File: src/pmc_map.svh
/*
  Constants of the PHY mode, polarity, interrupt and reset control block:
  timing figures, derived cycle counts, counts and reset values.
  Assumes a 40 MHz core clock; included by its bare name.
*/
// Behaviour
// In 10 Mbps, three inverted link pulses or one inverted idle pulse flag reverse polarity.
// Detected reverse polarity is corrected automatically unless autopolarity is disabled.
// The autopolarity disable bit stops automatic polarity correction.
// At 100 Mbps no polarity detection or correction is done.
// Full duplex lets transmit and receive overlap and suppresses collision.
// Duplex comes from the forced duplex bit or from autonegotiation.
// Without autonegotiation the speed bit picks 100 or 10 Mbps.
// Loopback echoes MII transmit to receive, disables line paths, halts link pulses.
// Powerdown tristates line outputs and stops everything but the management port.
// Leaving powerdown sets isolate; software clears it to resume MII traffic.
// Ready for normal operation within 500 ms after powerdown ends.
// Unmasked status bits latch on change, raise the interrupt, hold until read.
// A read drops the interrupt and refreshes latched bits to current values.
// A set mask bit removes its status bit from the interrupt sources.
// A pending interrupt shows as a MAC-side flag and a PHY status bit.
// Reset pin high 100 ns or soft reset bit high resets the chip.
// After a pin reset, a present enabled EEPROM loads the configuration.
// The system must reset after power-up; MAC bits are otherwise undefined.
// PHY resets on power-up, pin, soft reset fall or self-clearing bit.
// Power-up or bit reset pulses, restores defaults, latches address, clears bit.
// A pin reset keeps the PHY in reset while the pin stays high.
// Software waits 50 ms after reset before touching the PHY.
// With MAC autonegotiation select clear, MAC speed and duplex bits rule.
`ifndef PMC_MAP_SVH
`define PMC_MAP_SVH

`define PMC_CLK_PERIOD_NS    25
`define PMC_PIN_RST_MIN_NS   100
`define PMC_PIN_RST_MIN_CYC  ((`PMC_PIN_RST_MIN_NS + `PMC_CLK_PERIOD_NS - 1) / `PMC_CLK_PERIOD_NS)
`define PMC_PDN_READY_MS     500
`define PMC_PDN_READY_CYC    ((`PMC_PDN_READY_MS * 1000000) / `PMC_CLK_PERIOD_NS)
`define PMC_RST_READY_MS     50
`define PMC_RST_READY_CYC    ((`PMC_RST_READY_MS * 1000000) / `PMC_CLK_PERIOD_NS)
`define PMC_RST_PULSE_CYC    16
`define PMC_POL_PULSES       3
`define PMC_N_EXT_SRC        4
`define PMC_ISOLATE_RST      1'b0
`define PMC_REVPOL_RST       1'b0
`define PMC_ADDR_RST         5'h00

`endif

File: src/pmc_pkg.sv
/*
  Types of the PHY mode, polarity, interrupt and reset control block.
  Assumes nothing of its surroundings.
*/
package pmc_pkg;

  // Sequencing of the PHY-level reset.
  typedef enum logic [1:0] {
    pmc_st_run,
    pmc_st_pin,
    pmc_st_pulse
  } pmc_rst_state_t;

endpackage : pmc_pkg

File: src/pmc_phy_ctrl.sv
/*
  Mode, receive polarity, loopback, powerdown, interrupt latching and reset
  sequencing of an integrated 10/100 PHY. Control bits arrive as plain ports.
  Assumes the reset pin is asynchronous, all other inputs are on clk.
*/
`timescale 1ns/1ps
`include "pmc_map.svh"

module pmc_phy_ctrl #(
  parameter int unsigned N_EXT         = `PMC_N_EXT_SRC,
  parameter int unsigned PDN_READY_CYC = `PMC_PDN_READY_CYC,
  parameter int unsigned RST_READY_CYC = `PMC_RST_READY_CYC,
  parameter int unsigned RST_PULSE_CYC = `PMC_RST_PULSE_CYC
) (
  // Clock and reset.
  input  wire logic             clk,
  input  wire logic             rst_n,
  // Reset sources and reset status.
  input  wire logic             reset_pin,
  input  wire logic             soft_rst,
  input  wire logic             phy_rst_set,
  input  wire logic [4:0]       phy_addr_strap,
  input  wire logic             eeprom_present,
  input  wire logic             eeprom_enable,
  output logic                  chip_rst,
  output logic                  phy_rst_busy,
  output logic                  eeprom_load,
  output logic [4:0]            mgmt_addr,
  output logic                  phy_access_ok,
  output logic                  phy_ready,
  // Mode control.
  input  wire logic             phy_power_down,
  input  wire logic             phy_isolate_clr,
  input  wire logic             ctl_loopback,
  input  wire logic             ctl_mac_autonegotiation_select_en,
  input  wire logic             ctl_speed100,
  input  wire logic             ctl_duplex,
  input  wire logic             mac_autonegotiation_select,
  input  wire logic             mac_speed_force,
  input  wire logic             mac_duplex_force,
  input  wire logic             autopol_disable,
  input  wire logic             mac_autonegotiation_select_speed100,
  input  wire logic             mac_autonegotiation_select_full,
  output logic                  phy_isolate,
  output logic                  speed100,
  output logic                  full_duplex,
  // Receive polarity.
  input  wire logic             link_pulse_seen,
  input  wire logic             link_pulse_inv,
  input  wire logic             start_of_idle_pulse,
  input  wire logic             soi_inv,
  input  wire logic             tp_rx_bit,
  output logic                  reverse_polarity,
  output logic                  tp_rx_bit_corr,
  // Internal MII and twisted-pair data paths.
  input  wire logic [3:0]       mii_txd,
  input  wire logic             mii_tx_en,
  input  wire logic [3:0]       tp_rxd,
  input  wire logic             tp_crs,
  input  wire logic             tp_col,
  output logic [3:0]            mii_rxd,
  output logic                  mii_crs,
  output logic                  mii_col,
  output logic [3:0]            tp_txd,
  output logic                  tp_tx_en,
  output logic                  tp_tx_oe,
  output logic                  link_pulse_en,
  // Interrupt status.
  input  wire logic [N_EXT-1:0] int_src,
  input  wire logic [N_EXT:0]   int_mask,
  input  wire logic             stat_rd,
  output logic [N_EXT:0]        stat_latched,
  output logic                  phy_int,
  output logic                  mac_side_phy_irq_flag
);

  localparam int unsigned NSRC      = N_EXT + 1;
  localparam logic [3:0]  PIN_MIN   = 4'(`PMC_PIN_RST_MIN_CYC);
  localparam logic [7:0]  PULSE_MAX = 8'(RST_PULSE_CYC - 1);
  localparam logic [1:0]  POL_LAST  = 2'(`PMC_POL_PULSES - 1);

  ////////////////////////////////////////////////////////////////////////////
  // Reset pin filtering.

  logic [2:0] pin_sync_q, pin_sync_d;
  logic       pin_flt_q, pin_flt_d;
  logic [3:0] pin_cnt_q, pin_cnt_d;
  logic       pin_act_q, pin_act_d;
  logic       soft_q;

  // The pin passes three flops; a level counts once the last two agree.
  always_comb begin
    pin_sync_d = {pin_sync_q[1:0], reset_pin};
    pin_flt_d  = (pin_sync_q[1] == pin_sync_q[2]) ? pin_sync_q[2] : pin_flt_q;
    pin_cnt_d  = pin_flt_q ? ((pin_cnt_q < PIN_MIN) ? pin_cnt_q + 4'h1 : pin_cnt_q) : 4'h0;
    pin_act_d  = pin_flt_q && (pin_cnt_q + 4'h1 >= PIN_MIN);
  end

  // Registers of the pin filter.
  always_ff @(posedge clk or negedge rst_n) begin
    if (!rst_n) begin
      pin_sync_q <= 3'h0;
      pin_flt_q  <= 1'b0;
      pin_cnt_q  <= 4'h0;
      pin_act_q  <= 1'b0;
      soft_q     <= 1'b0;
    end else begin
      pin_sync_q <= pin_sync_d;
      pin_flt_q  <= pin_flt_d;
      pin_cnt_q  <= pin_cnt_d;
      pin_act_q  <= pin_act_d;
      soft_q     <= soft_rst;
    end
  end

  ////////////////////////////////////////////////////////////////////////////
  // PHY reset sequencing and readiness.

  pmc_pkg::pmc_rst_state_t st_q, st_d;
  logic [7:0]  pulse_q, pulse_d;
  logic [31:0] rdy_q, rdy_d;
  logic [4:0]  addr_q, addr_d;
  logic        eel_q, eel_d;
  logic        chip_q, chip_d;
  logic        pdn_q;
  logic        iso_q, iso_d;
  logic        in_rst;
  logic        pulse_end;

  assign in_rst    = (st_q != pmc_pkg::pmc_st_run);
  assign pulse_end = (st_q == pmc_pkg::pmc_st_pulse) && (pulse_q == 8'h00);

  // Power-up enters the pulse state; the pin holds reset; a bit or soft
  // reset release starts a pulse. Readiness counts from reset or powerdown end.
  always_comb begin
    st_d    = st_q;
    pulse_d = pulse_q;
    addr_d  = addr_q;
    eel_d   = 1'b0;
    rdy_d   = (rdy_q != 32'h0) ? rdy_q - 32'h1 : rdy_q;
    chip_d  = pin_act_d || soft_rst;
    case (st_q)
      pmc_pkg::pmc_st_run: begin
        if (phy_rst_set || (soft_q && !soft_rst)) begin
          st_d    = pmc_pkg::pmc_st_pulse;
          pulse_d = PULSE_MAX;
        end
      end
      pmc_pkg::pmc_st_pin: begin
        if (!pin_act_q) begin
          st_d    = pmc_pkg::pmc_st_pulse;
          pulse_d = PULSE_MAX;
          eel_d   = eeprom_present && eeprom_enable;
        end
      end
      pmc_pkg::pmc_st_pulse: begin
        if (pulse_q == 8'h00) begin
          st_d   = pmc_pkg::pmc_st_run;
          addr_d = phy_addr_strap;
          rdy_d  = RST_READY_CYC;
        end else begin
          pulse_d = pulse_q - 8'h01;
        end
      end
      default: begin
        st_d = pmc_pkg::pmc_st_pulse;
      end
    endcase
    if (pin_act_q) begin
      st_d = pmc_pkg::pmc_st_pin;
    end
    if (pdn_q && !phy_power_down && !in_rst) begin
      rdy_d = PDN_READY_CYC;
    end
  end

  // Registers of the reset sequencer; power-up acts as a reset pulse.
  always_ff @(posedge clk or negedge rst_n) begin
    if (!rst_n) begin
      st_q    <= pmc_pkg::pmc_st_pulse;
      pulse_q <= PULSE_MAX;
      rdy_q   <= 32'h0;
      addr_q  <= `PMC_ADDR_RST;
      eel_q   <= 1'b0;
      chip_q  <= 1'b0;
      pdn_q   <= 1'b0;
    end else begin
      st_q    <= st_d;
      pulse_q <= pulse_d;
      rdy_q   <= rdy_d;
      addr_q  <= addr_d;
      eel_q   <= eel_d;
      chip_q  <= chip_d;
      pdn_q   <= phy_power_down;
    end
  end

  assign chip_rst      = chip_q;
  assign phy_rst_busy  = in_rst;
  assign eeprom_load   = eel_q;
  assign mgmt_addr     = addr_q;
  assign phy_access_ok = !in_rst && (rdy_q == 32'h0);
  assign phy_ready     = phy_access_ok && !phy_power_down && !iso_q;

  ////////////////////////////////////////////////////////////////////////////
  // Mode selection, isolation and receive polarity.

  logic       spd_q, spd_d;
  logic       fdx_q, fdx_d;
  logic       rev_q, rev_d;
  logic [1:0] inv_q, inv_d;
  logic [1:0] nrm_q, nrm_d;
  logic       rxc_q, rxc_d;
  logic       pol_on;

  assign pol_on = !spd_q && !phy_power_down && !ctl_loopback && !in_rst;

  // Speed and duplex come from MAC force bits, PHY control bits or negotiation.
  always_comb begin
    if (!mac_autonegotiation_select) begin
      spd_d = mac_speed_force;
      fdx_d = mac_duplex_force;
    end else if (!ctl_mac_autonegotiation_select_en) begin
      spd_d = ctl_speed100;
      fdx_d = ctl_duplex;
    end else begin
      spd_d = mac_autonegotiation_select_speed100;
      fdx_d = mac_autonegotiation_select_full;
    end
    // Leaving powerdown isolates the MII; setting beats a same-cycle clear.
    if (in_rst) begin
      iso_d = `PMC_ISOLATE_RST;
    end else if (pdn_q && !phy_power_down) begin
      iso_d = 1'b1;
    end else if (phy_isolate_clr) begin
      iso_d = 1'b0;
    end else begin
      iso_d = iso_q;
    end
    // Polarity tracking on link pulses and end-of-frame idle pulses.
    rev_d = rev_q;
    inv_d = inv_q;
    nrm_d = nrm_q;
    if (in_rst || spd_q) begin
      rev_d = 1'b0;
      inv_d = 2'h0;
      nrm_d = 2'h0;
    end else if (pol_on && start_of_idle_pulse) begin
      rev_d = soi_inv;
      inv_d = 2'h0;
      nrm_d = 2'h0;
    end else if (pol_on && link_pulse_seen) begin
      if (link_pulse_inv) begin
        nrm_d = 2'h0;
        inv_d = (inv_q == POL_LAST) ? 2'h0 : inv_q + 2'h1;
        rev_d = (inv_q == POL_LAST) ? 1'b1 : rev_q;
      end else begin
        inv_d = 2'h0;
        nrm_d = (nrm_q == POL_LAST) ? 2'h0 : nrm_q + 2'h1;
        rev_d = (nrm_q == POL_LAST) ? 1'b0 : rev_q;
      end
    end
    rxc_d = tp_rx_bit ^ (rev_q && !autopol_disable);
  end

  // Registers of mode and polarity.
  always_ff @(posedge clk or negedge rst_n) begin
    if (!rst_n) begin
      iso_q <= `PMC_ISOLATE_RST;
      spd_q <= 1'b0;
      fdx_q <= 1'b0;
      rev_q <= `PMC_REVPOL_RST;
      inv_q <= 2'h0;
      nrm_q <= 2'h0;
      rxc_q <= 1'b0;
    end else begin
      iso_q <= iso_d;
      spd_q <= spd_d;
      fdx_q <= fdx_d;
      rev_q <= rev_d;
      inv_q <= inv_d;
      nrm_q <= nrm_d;
      rxc_q <= rxc_d;
    end
  end

  assign phy_isolate      = iso_q;
  assign speed100         = spd_q;
  assign full_duplex      = fdx_q;
  assign reverse_polarity = rev_q;
  assign tp_rx_bit_corr   = rxc_q;

  ////////////////////////////////////////////////////////////////////////////
  // Data paths between the internal MII and the line.

  logic [3:0] rxd_q, rxd_d, txd_q, txd_d;
  logic       crs_q, crs_d, col_q, col_d, txe_q, txe_d, oe_q, oe_d, lp_q, lp_d;
  logic       dead;

  assign dead = in_rst || phy_power_down;

  // Loopback echoes transmit onto receive; full duplex hides collisions.
  always_comb begin
    oe_d = !dead;
    lp_d = !dead && !spd_q && !ctl_loopback;
    if (dead || iso_q) begin
      rxd_d = 4'h0;
      crs_d = 1'b0;
      col_d = 1'b0;
      txd_d = 4'h0;
      txe_d = 1'b0;
    end else if (ctl_loopback) begin
      rxd_d = mii_txd;
      crs_d = mii_tx_en;
      col_d = 1'b0;
      txd_d = 4'h0;
      txe_d = 1'b0;
    end else begin
      rxd_d = tp_rxd;
      crs_d = tp_crs;
      col_d = tp_col && !fdx_q;
      txd_d = mii_txd;
      txe_d = mii_tx_en;
    end
  end

  // Registers of the data paths.
  always_ff @(posedge clk or negedge rst_n) begin
    if (!rst_n) begin
      rxd_q <= 4'h0;
      txd_q <= 4'h0;
      crs_q <= 1'b0;
      col_q <= 1'b0;
      txe_q <= 1'b0;
      oe_q  <= 1'b0;
      lp_q  <= 1'b0;
    end else begin
      rxd_q <= rxd_d;
      txd_q <= txd_d;
      crs_q <= crs_d;
      col_q <= col_d;
      txe_q <= txe_d;
      oe_q  <= oe_d;
      lp_q  <= lp_d;
    end
  end

  assign mii_rxd       = rxd_q;
  assign mii_crs       = crs_q;
  assign mii_col       = col_q;
  assign tp_txd        = txd_q;
  assign tp_tx_en      = txe_q;
  assign tp_tx_oe      = oe_q;
  assign link_pulse_en = lp_q;

  ////////////////////////////////////////////////////////////////////////////
  // Latching interrupt status bits.

  logic [NSRC-1:0] src, shown_q, shown_d, pend_q, pend_d;
  logic            int_q;

  assign src = {int_src, rev_q};

  // Each bit latches on change unless masked, and a read refreshes it.
  for (genvar i = 0; i < NSRC; i++) begin : g_stat
    always_comb begin
      shown_d[i] = shown_q[i];
      pend_d[i]  = pend_q[i];
      if (in_rst) begin
        shown_d[i] = src[i];
        pend_d[i]  = 1'b0;
      end else if (stat_rd || int_mask[i]) begin
        shown_d[i] = src[i];
        pend_d[i]  = 1'b0;
      end else if (!pend_q[i] && (src[i] != shown_q[i])) begin
        shown_d[i] = src[i];
        pend_d[i]  = 1'b1;
      end
    end

    always_ff @(posedge clk or negedge rst_n) begin
      if (!rst_n) begin
        shown_q[i] <= 1'b0;
        pend_q[i]  <= 1'b0;
      end else begin
        shown_q[i] <= shown_d[i];
        pend_q[i]  <= pend_d[i];
      end
    end
  end

  // One pending flag feeds both indications.
  always_ff @(posedge clk or negedge rst_n) begin
    if (!rst_n) begin
      int_q <= 1'b0;
    end else begin
      int_q <= |pend_d;
    end
  end

  assign stat_latched          = shown_q;
  assign phy_int               = int_q;
  assign mac_side_phy_irq_flag = int_q;
endmodule : pmc_phy_ctrl

File: config.mk
export PLATFORM = sky130hd
export DESIGN_NAME = pmc_phy_ctrl
export DESIGN_NICKNAME = d
export VERILOG_FILES = /design/src/pmc_pkg.sv /design/src/pmc_phy_ctrl.sv
export VERILOG_INCLUDE_DIRS = /design/src /design/src/src
export SDC_FILE = /design/constraint.sdc
export NUM_CORES = 1
export LEC_CHECK = 0
export ABC_CLOCK_PERIOD_IN_PS = 2300
export BUFFER_PORTS_ARGS = -buffer_cell sky130_fd_sc_hd__buf_2
export CORE_MARGIN = 2
export CORE_UTILIZATION = 25
export CTS_BUF_LIST = sky130_fd_sc_hd__clkbuf_8
export DETAILED_ROUTE_END_ITERATION = 16
export GPL_TIMING_DRIVEN = 0
export PLACE_DENSITY_LB_ADDON = 0.05
export SETUP_SLACK_MARGIN = 0.4
export SYNTH_ARGS = -nofsm -noshare
export SYNTH_HDL_FRONTEND = slang
export SYNTH_SLANG_ARGS = --single-unit
File: constraint.sdc
create_clock -name clk -period 2.3 [get_ports clk]
set_input_delay 0.115 -clock clk [delete_from_list [all_inputs] [get_ports clk]]
set_output_delay 0.115 -clock clk [all_outputs]
set_load 0.01 [all_outputs]
==> results of run 1 <==
## logic make-up (layout without fill, tap and decap cells)
logic type | Yosys count | in the layout
and+or+nand+nor | 186 | 186
muxes | 15 | 15
adders and majority gates | 6 | 6
DFF | 93 | 93
buffers and inverters | 24 | 210
xor gates and xnor gates | 35 | 35
AOI/OAI and AO/OA | 65 | 65
## registers in the layout, indices dropped and copies added, names as in the netlist, 3 cells and up
| signal | flops |
|---|---|
| rdy_q | 32 |
| pulse_q | 8 |
| mgmt_addr | 5 |
| pend_q | 5 |
| stat_latched | 5 |
| mii_rxd | 4 |
| pin_cnt_q | 4 |
| tp_txd | 4 |
| pin_sync_q | 3 |
## cell usage after synthesis (3+ instances only)
| cell type | instances |
|---|---|
| mux2_2 | 6 |
| clkbuf_1 | 13 |
| nor2_1 | 59 |
| nor4_1 | 12 |
| o21a_1 | 6 |
| xor2_1 | 26 |
| or3_1 | 9 |
| o211ai_1 | 5 |
| o2111ai_1 | 4 |
| a21oi_1 | 16 |
| mux2i_1 | 9 |
| xnor2_1 | 9 |
| o311ai_0 | 3 |
| nand2_1 | 36 |
| inv_1 | 7 |
| nand3_1 | 8 |
| o21ai_0 | 9 |
| a31oi_1 | 4 |
| nor4b_1 | 3 |
| ha_1 | 5 |
| and2_1 | 9 |
| o31ai_1 | 10 |
| nand2b_1 | 5 |
| or2_2 | 5 |
| nand4_1 | 5 |
| dfstp_2 | 5 |
| or4_1 | 6 |
| nor3_1 | 16 |
| dfrtp_1 | 88 |
## per-stage QoR
step / cells / setup WS (ps)
2_1_floorplan: 424 / 171
6_report: 835 / 27.7
5_1_grt: 835 / -26.5
3_5_place_dp: 733 / -257
3_3_place_gp: 732 / -229
4_1_cts: 815 / 79.3
## layout make-up
cell class	instances	area, µm²	share of cell area
inverters	7	26.3	0.00392
well taps	225	282	0.0420
clock buffers	9	124	0.0185
repair buffers	171	1280	0.191
multi-input cells	307	2390	0.356
plain buffers	17	179	0.0267
clock inverters	6	81.3	0.0121
flip-flops and latches	93	2340	0.349
## critical path, cell delays in order, from the launching register on
cell and delay (ps):
dfrtp_1 400, or3_4 390, buf_8 130, or3_4 340, buf_12 160, o211ai_1 320, buf_4 180, xor2_1 150
a21oi_1 80
## layer usage
layer / up-vias / track usage / share of wire
li1: 1868 / - / -
met1: 1882 / 0.187 / 0.48
met2: 88 / 0.217 / 0.45
met3: 17 / 0.0289 / 0.048
met4: 0 / 0.0590 / 0.021
met5: - / 0 / 0
## cell usage in the layout (no fill, tap or decap), drive strengths merged, types with 6 or more instances in the layout
master / n
a21oi: 16
and2: 9
buf: 145
clkbuf: 17
dfrtp: 88
dlygate4sd3: 35
inv: 9
mux2: 6
mux2i: 9
nand2: 36
nand3: 8
nand4: 6
nor2: 59
nor3: 17
nor4: 14
o21a: 6
o21ai: 9
o31ai: 10
or3: 9
or4: 8
xnor2: 9
xor2: 26
## power groups by stage
stage | logic, mW | clock network [mW] | registers, mW
after floorplan | 0.951 | 0 | 2.36
after global placement | 1.39 | 0 | 2.39
after detailed placement | 1.40 | 0 | 2.40
after CTS | 1.85 | 1.25 | 2.35
after global routing | 2.31 | 1.31 | 2.42
final | 2.07 | 1.19 | 2.36
## how the worst min path moves through the flow
stage	start	end	cells after the start
2_1_floorplan	rst_n	chip_rst	0
3_3_place_gp	reset_pin	pin_sync_q[0]	1
3_5_place_dp	rst_n	stat_latched[2]	1
4_1_cts	int_mask[2]	pend_q[2]	3
5_1_grt	int_mask[2]	pend_q[2]	3
6_report	int_mask[2]	pend_q[2]	3
## what timing repair did
item                                   4_1_cts  5_1_grt
setup endpoints to repair                   50       51
pin swaps                                   45       36
hold buffers                                35        0
setup buffers                               31       20
gates resized for setup                     68       47
endpoints found under the hold margin       79        0
cloned                                       1        0
==> results.json, run 1 <==
{
  "dr.first_iter.drc_count": 75,
  "wl_per_cell_um": 14.6,
  "ys_types": 50,
  "p_leak_nw": 2.95,
  "initial_core_util": 0.255,
  "startpoint": "rdy_q[18]",
  "powerDensity_nw_per_um2": 839,
  "crit_path_end": "rdy_q[18]",
  "drc": 0,
  "cts_tree": "yes",
  "clk_latency_ps": 370,
  "power_frac_seq": 0.419,
  "finalMaxSlewViolations": 0,
  "fin_util": 0.389,
  "fillers": 1702,
  "core_area_um2": 17200,
  "r2r_end": "rdy_q[18]",
  "synthFlopType": "dfrtp_1",
  "yosys.area_share.simple": 0.223,
  "switchingPower_mw": 1.96,
  "gp_congestion": 0.731,
  "drive_gt1_frac": 0.398,
  "antenna_found_initial": 0,
  "hold_ws_ps": 32.0,
  "n_antenna_cell": 0,
  "cts_root_buffer": "clkbuf_8",
  "p_total_mw": 5.62,
  "yosysSeqAreaShare": 0.532,
  "internal_power_mw": 3.65,
  "clk_pin_slew_worst_paths_ps": 90,
  "htreeDepth": 3,
  "hpwl_um": 7990,
  "fin_crit_sh": 0.988,
  "first_pass_iters": 4,
  "synthXorXnorAreaFrac": 0.0698,
  "reg2reg_depth": 8,
  "ys_warn_count": 0,
  "fin_nets": 661,
  "wl_um": 12200,
  "synth_top_family_by_area": "simple AND/OR/NAND/NOR gates",
  "dpl-instance-area_um2": 5210,
  "synth_edf_count": 0,
  "hold_class": "input pin to flip-flop",
  "crit_type": "flip-flop to flip-flop",
  "syn_nets": 479,
  "finalHoldViolCount": 0,
  "grt_max_degree": 51,
  "synthTopCellsByArea": "dfrtp_1, xor2_1, nor2_1",
  "period_minus_slack_ps": 2270,
  "clock.fmax_ghz": 0.440,
  "antenna_left": 0,
  "cp_max_fo": 7,
  "critPathRequiredTime_ps": 2550,
  "crit-reg2reg-launch": "rdy_q[18]",
  "slew_headroom": 0.529,
  "port_buffers": 83,
  "stdcell_area_um2": 6700,
  "p_sw_frac": 0.350,
  "vias": 3855,
  "grt_pass1_vias": 3913,
  "synth_top_area_frac": 0.502,
  "synth_compound_area_frac": 0.0992,
  "grt_pass1_wl_um": 20100,
  "setup_violations": 0,
  "die_w_um": 137,
  "fp.dieH_um": 137,
  "power_frac_clock": 0.212,
  "dieArea_um2": 18600,
  "crit_path_end_kind": "flip-flop",
  "cts_sinks": 93,
  "ys_ff_latch": 93,
  "clock_skew_ps": 11.7,
  "worst_pin_slew_ps": 707,
  "synth-adder-area-share": 0.0165,
  "pin_count": 85,
  "synth_area_um2": 4390,
  "comb_power_share": 0.368,
  "ir_drop_v": 0.000314,
  "synthArstFlopShare": 1.00,
  "rsz0062_at_grt": "yes",
  "cts_max_path_buffers": 2,
  "avgSynthCellArea_um2": 10.4,
  "vias_per_cell": 4.62,
  "muxShareOfSynthArea": 0.0359,
  "status": "finished clean",
  "max-cap-violations": 0,
  "start_kind": "flip-flop",
  "r2r_slack_ps": 30,
  "numCtsBuffers": 9,
  "synthCells": 424,
  "grt-ovfl-total": 0,
  "tns_ps": 0,
  "crit_arrival_ps": 2520,
  "synth_largest_area_cell": "dfrtp_1",
  "syn2layout_area_growth_pct": 52.6,
  "num_rows": 48,
  "grt_usage": 0.139
}
Power figures use the tool's default switching activity.
==> inputs of run 2 (changes only) <==
--- a/config.mk
+++ b/config.mk
@@ -14,7 +14,7 @@
 export DETAILED_ROUTE_END_ITERATION = 16
 export GPL_TIMING_DRIVEN = 0
 export PLACE_DENSITY_LB_ADDON = 0.05
-export SETUP_SLACK_MARGIN = 0.4
+export SETUP_SLACK_MARGIN = 0.02
 export SYNTH_ARGS = -nofsm -noshare
 export SYNTH_HDL_FRONTEND = slang
 export SYNTH_SLANG_ARGS = --single-unit
==> run 2 against run 1 <==
Routed wire length is 5.5% lower. Critical path depth is 1 lower. Die area stayed put. Via count is 5.7% lower. Critical endpoint unchanged.
==> results.json, run 2 (synthesis gave the netlist of run 1 again) <==
{
  "setup_violations": 0,
  "clk_pin_slew_worst_paths_ps": 100,
  "hold_end": "speed100",
  "regMostFlops": "rdy_q",
  "wl_um": 11600,
  "dr.first_iter.drc_count": 136,
  "cts_tree": "yes",
  "multiInputGateArea_um2": 2110,
  "cpLargestDelayFamily": "simple AND/OR/NAND/NOR gates",
  "grt_pass1_vias": 3756,
  "finalNonFillerCells": 798,
  "reg2reg_depth": 7,
  "hpwl_um": 7890,
  "start_kind": "flip-flop",
  "htreeDepth": 3,
  "grt-ovfl-total": 0,
  "first_pass_iters": 4,
  "ir_drop_v": 0.000302,
  "startpoint": "rdy_q[22]",
  "num_rows": 48,
  "fin_ws_ps": 80.0,
  "grt_util_met3": 0.0263,
  "cts_max_path_buffers": 2,
  "crit_path_end_kind": "flip-flop",
  "grt_max_degree": 60,
  "min-delay-start": "mac_autonegotiation_select_speed100",
  "hold-path-cell-count": 3,
  "cp_cell_sequence": "or3_4 -> or3_4 -> buf_8 -> o211ai_1 -> buf_4 -> xor2_1 -> a21oi_1",
  "place_ws_ps": -553,
  "timing.critical_path.mode_cell": "or3_4",
  "critPathRequiredTime_ps": 2540,
  "largest_reg_flops": 32,
  "gp_congestion": 0.721,
  "slew_headroom": 0.615,
  "hold_ws_ps": 37.1,
  "status": "finished clean",
  "fin_nets": 623,
  "vias": 3636,
  "vias_per_cell": 4.56,
  "fin_util": 0.347,
  "p_leak_nw": 2.65,
  "fin_crit_sh": 0.965,
  "most-common-layout-cells": "dfrtp_1, buf_2, nor2_1, dlygate4sd3_1, nand2_1",
  "core_area_um2": 17200,
  "crit-reg2reg-launch": "rdy_q[22]",
  "max-cap-violations": 0,
  "path_depth": 7,
  "drc": 0,
  "regArea_um2": 2330,
  "finalMaxSlewViolations": 0,
  "fillers": 1737,
  "slowest_stage": "or3_4",
  "worst_pin_slew_ps": 572,
  "n_antenna_cell": 0,
  "initial_core_util": 0.255,
  "pin_count": 85,
  "grt-busiest-layer": "met2",
  "gr-usage-met2": 0.207,
  "place_inst": 733,
  "die_w_um": 137,
  "cp_max_fo": 9,
  "hold_class": "input pin to flip-flop",
  "antenna_found_initial": 0,
  "clk_latency_ps": 370,
  "rsz0062_at_grt": "yes",
  "crit_type": "flip-flop to flip-flop",
  "wl_per_cell_um": 14.5,
  "final_common_cell": "dfrtp_1",
  "top_regs": "rdy_q: 32 flops, pulse_q: 8 flops",
  "syn2layout_area_growth_pct": 36.2,
  "r2r_slack_ps": 80,
  "grt_usage": 0.134,
  "dieArea_um2": 18600,
  "clock_skew_ps": 7.34,
  "cts_root_buffer": "clkbuf_8",
  "grt_pass1_wl_um": 19200,
  "fp.dieH_um": 137,
  "crit_arrival_ps": 2460,
  "cp_num_buf_inv": 2,
  "period_minus_slack_ps": 2220,
  "slowest_delay_ps": 420,
  "r2r_end": "rdy_q[18]",
  "clock.fmax_ghz": 0.450,
  "p_total_mw": 5.11,
  "numCtsBuffers": 9,
  "cts_sinks": 93,
  "port_buffers": 83,
  "powerDensity_nw_per_um2": 855,
  "antenna_left": 0,
  "drive_gt1_frac": 0.304,
  "global_route.usage.met1": 0.181,
  "finalHoldViolCount": 0
}
-- run 2: final cells by class --
| type | instances | area share |
|---|---|---|
| clock buffer | 10 | 0.0230 |
| clock inverter | 6 | 0.0115 |
| buffer | 14 | 0.0149 |
| sequential | 93 | 0.390 |
| tap | 225 | 0.0471 |
| inverter | 7 | 0.00439 |
| timing repair buffer | 136 | 0.155 |
| multi-input combinational | 307 | 0.353 |
-- run 2: worst register-to-register path, cell delays in order (launching register included) --
cell and delay (ps):
dfrtp_1 390, or3_4 420, or3_4 410, buf_8 150, o211ai_1 320, buf_4 180
xor2_1 140, a21oi_1 80
-- run 2: layer usage --
metal,vias to the layer above,wire [µm],part of all wire
met5,-,0,0
met4,0,205,0.018
met3,12,577,0.050
met2,80,5210,0.45
met1,1749,5560,0.48
li1,1795,-,-
-- run 2: worst max path at each step --
stage                            to  slack [ps]
after floorplan           rdy_q[29]         150
after global placement    rdy_q[10]        -510
after detailed placement   rdy_q[8]        -550
after CTS                 rdy_q[12]          -6
after global routing      rdy_q[29]         -10
final                     rdy_q[18]          80
-- run 2: stage by stage --
step           TNS, ps  cell area [µm²]
6_report             0             5980
4_1_cts          -5.84             5840
3_3_place_gp     -9890             5090
5_1_grt          -14.5             5980
2_1_floorplan        0             4390
3_5_place_dp    -10590             5120
-- run 2: power by group --
part	switching, mW	leakage (nW)	internal (mW)
Clock	0.627	0.103	0.540
Sequential	0.364	1.18	2.02
Combinational	0.835	1.37	0.720
-- run 2: timing repair --
| action | in CTS | in global routing |
|---|---|---|
| pin swaps | 7 | 7 |
| endpoints found under the setup margin | 42 | 32 |
| gates resized for setup | 27 | 24 |
| hold buffers | 37 | 0 |
| hold endpoints to repair | 68 | 0 |
| buffers inserted | 6 | 9 |
==> inputs of run 3 (changes only) <==
==> constraint.sdc (replaced) <==
create_clock -name clk -period 2.3 [get_ports clk]
set_input_delay 0.23 -clock clk [delete_from_list [all_inputs] [get_ports clk]]
set_output_delay 0.23 -clock clk [all_outputs]
set_load 0.01 [all_outputs]
==> run 3 against run 2 <==
First-iteration DRC count up 14%. Count of clock-buffer cells in the layout did not move. Clock power about the same. Sequential power barely moved. Maximum frequency fell by 0.96%. Critical path depth did not move. Worst setup slack got worse by 21 ps. Critical path type unchanged. Largest cell class unchanged.
==> results.json, run 3 (synthesis gave the netlist of run 1 again) <==
{
  "comb_power_share": 0.296,
  "first_pass_iters": 4,
  "fin_ws_ps": 58.5,
  "cts_sinks": 93,
  "timing.critical_path.mode_cell": "or3_4",
  "gp_congestion": 0.721,
  "final_common_cell": "dfrtp_1",
  "vias_per_cell": 4.63,
  "initial_core_util": 0.255,
  "grt_max_degree": 60,
  "htreeDepth": 3,
  "fin_nets": 589,
  "core_area_um2": 17200,
  "power_frac_clock": 0.231,
  "slowest_delay_ps": 430,
  "max-cap-violations": 0,
  "largest_reg_flops": 32,
  "slew_headroom": 0.584,
  "internal_power_mw": 3.24,
  "clock.fmax_ghz": 0.446,
  "clk_pin_slew_worst_paths_ps": 100,
  "finalMaxSlewViolations": 0,
  "cp_cell_sequence": "or3_4 -> or3_4 -> buf_6 -> o211ai_1 -> buf_4 -> xor2_1 -> a21oi_1",
  "num_rows": 48,
  "setup_violations": 0,
  "crit_arrival_ps": 2480,
  "finalHoldViolCount": 0,
  "start_kind": "flip-flop",
  "port_buffers": 83,
  "drive_gt1_frac": 0.314,
  "grt_usage": 0.132,
  "place_ws_ps": -553,
  "crit_type": "flip-flop to flip-flop",
  "antenna_left": 0,
  "fillers": 1765,
  "antenna_found_initial": 0,
  "numCtsBuffers": 9,
  "slowest_stage": "or3_4",
  "die_w_um": 137,
  "clock_skew_ps": 6.96,
  "rsz0062_at_grt": "yes",
  "wl_um": 11400,
  "cts_max_path_buffers": 2,
  "wl_per_cell_um": 14.9,
  "cts_root_buffer": "clkbuf_8",
  "hold-path-cell-count": 2,
  "critPathRequiredTime_ps": 2540,
  "period_minus_slack_ps": 2240,
  "most-common-layout-cells": "dfrtp_1, buf_2, nor2_1, nand2_1, xor2_1",
  "p_sw_frac": 0.360,
  "p_leak_nw": 2.51,
  "worst_pin_slew_ps": 624,
  "regMostFlops": "rdy_q",
  "reg2reg_depth": 7,
  "top_layer_used": "met4",
  "powerDensity_nw_per_um2": 897,
  "clk_latency_ps": 370,
  "wl_met3_um": 627,
  "switchingPower_mw": 1.82,
  "grt-ovfl-total": 0,
  "hold_class": "input pin to flip-flop",
  "cts_tree": "yes",
  "fp.dieH_um": 137,
  "drc": 0,
  "stdcell_area_um2": 5640,
  "syn2layout_area_growth_pct": 28.5,
  "wl_met1_um": 5460,
  "met2_length_um": 5040,
  "dieArea_um2": 18600,
  "grt_pass1_wl_um": 18900,
  "regArea_um2": 2330,
  "vias": 3536,
  "hpwl_um": 7890,
  "status": "finished clean",
  "n_antenna_cell": 0,
  "cp_max_fo": 9,
  "ir_drop_v": 0.000299,
  "crit_path_end_kind": "flip-flop",
  "power_frac_seq": 0.473,
  "dpl-instance-area_um2": 5120,
  "pin_count": 85,
  "multiInputGateArea_um2": 2110,
  "fin_crit_sh": 0.975,
  "dr.first_iter.drc_count": 155,
  "top_regs": "rdy_q: 32 flops, pulse_q: 8 flops",
  "grt_pass1_vias": 3638
}
[run 3: layout make-up]
type,instances,share of cell area
sequential,93,0.414
clock inverter,6,0.0122
inverter,7,0.00466
clock buffer,10,0.0244
buffer,14,0.0149
tap,225,0.0499
multi-input combinational,307,0.374
timing repair buffer,102,0.106
[run 3: power by group through the flow]
stage          Combinational, mW  Clock, mW  Sequential [mW]
2_1_floorplan              0.912          0             2.35
3_3_place_gp                1.35          0             2.38
3_5_place_dp                1.36          0             2.39
4_1_cts                     1.46       1.23             2.39
6_report                    1.50       1.17             2.39
5_1_grt                     1.71       1.29             2.45
[run 3: per-stage QoR]
stage / hold slack (ps) / instances / TNS (ps) / power, mW / utilization
after floorplan: -65.6 / 424 / 0 / 3.26 / -
after global placement: 341 / 732 / -19910 / 3.73 / 0.295
after detailed placement: 249 / 733 / -10740 / 3.75 / 0.297
after CTS: 1.54 / 759 / 0 / 5.09 / 0.321
after global routing: 30.7 / 764 / -32.5 / 5.44 / 0.327
final: 36.0 / 764 / 0 / 5.06 / 0.327
[run 3: layer usage]
metal | GRT usage | up-vias
met4 | 0.0596 | 0
met2 | 0.198 | 84
met3 | 0.0296 | 13
met5 | 0 | -
li1 | - | 1728
met1 | 0.180 | 1711
[run 3: what timing repair did]
action,4_1_cts,5_1_grt
endpoints found under the hold margin,35,0
gates resized for setup,24,26
hold buffers,4,0
buffers inserted,8,6
endpoints found under the setup margin,42,36
pin swaps,8,7
[run 3: final timing paths]
check	start	to	slack [ps]
max in group asynchronous	rst_n	st_q[1]	1200
setup / recovery	rdy_q[23]	rdy_q[18]	60
min in group asynchronous	rst_n	stat_latched[2]	390
hold / removal	tp_rx_bit	tp_rx_bit_corr	40
setup reg to reg	rdy_q[23]	rdy_q[18]	60
hold reg to reg	pin_sync_q[0]	pin_sync_q[1]	370
[run 3: critical path, delay by kind of cell (launching register included)]
family,cells,cell delay [ps]
AND/OR/NAND/NOR,2,830
AO/OA/AOI/OAI,2,410
buffers and inverters,2,330
XOR/XNOR,1,140
flip-flops,1,400
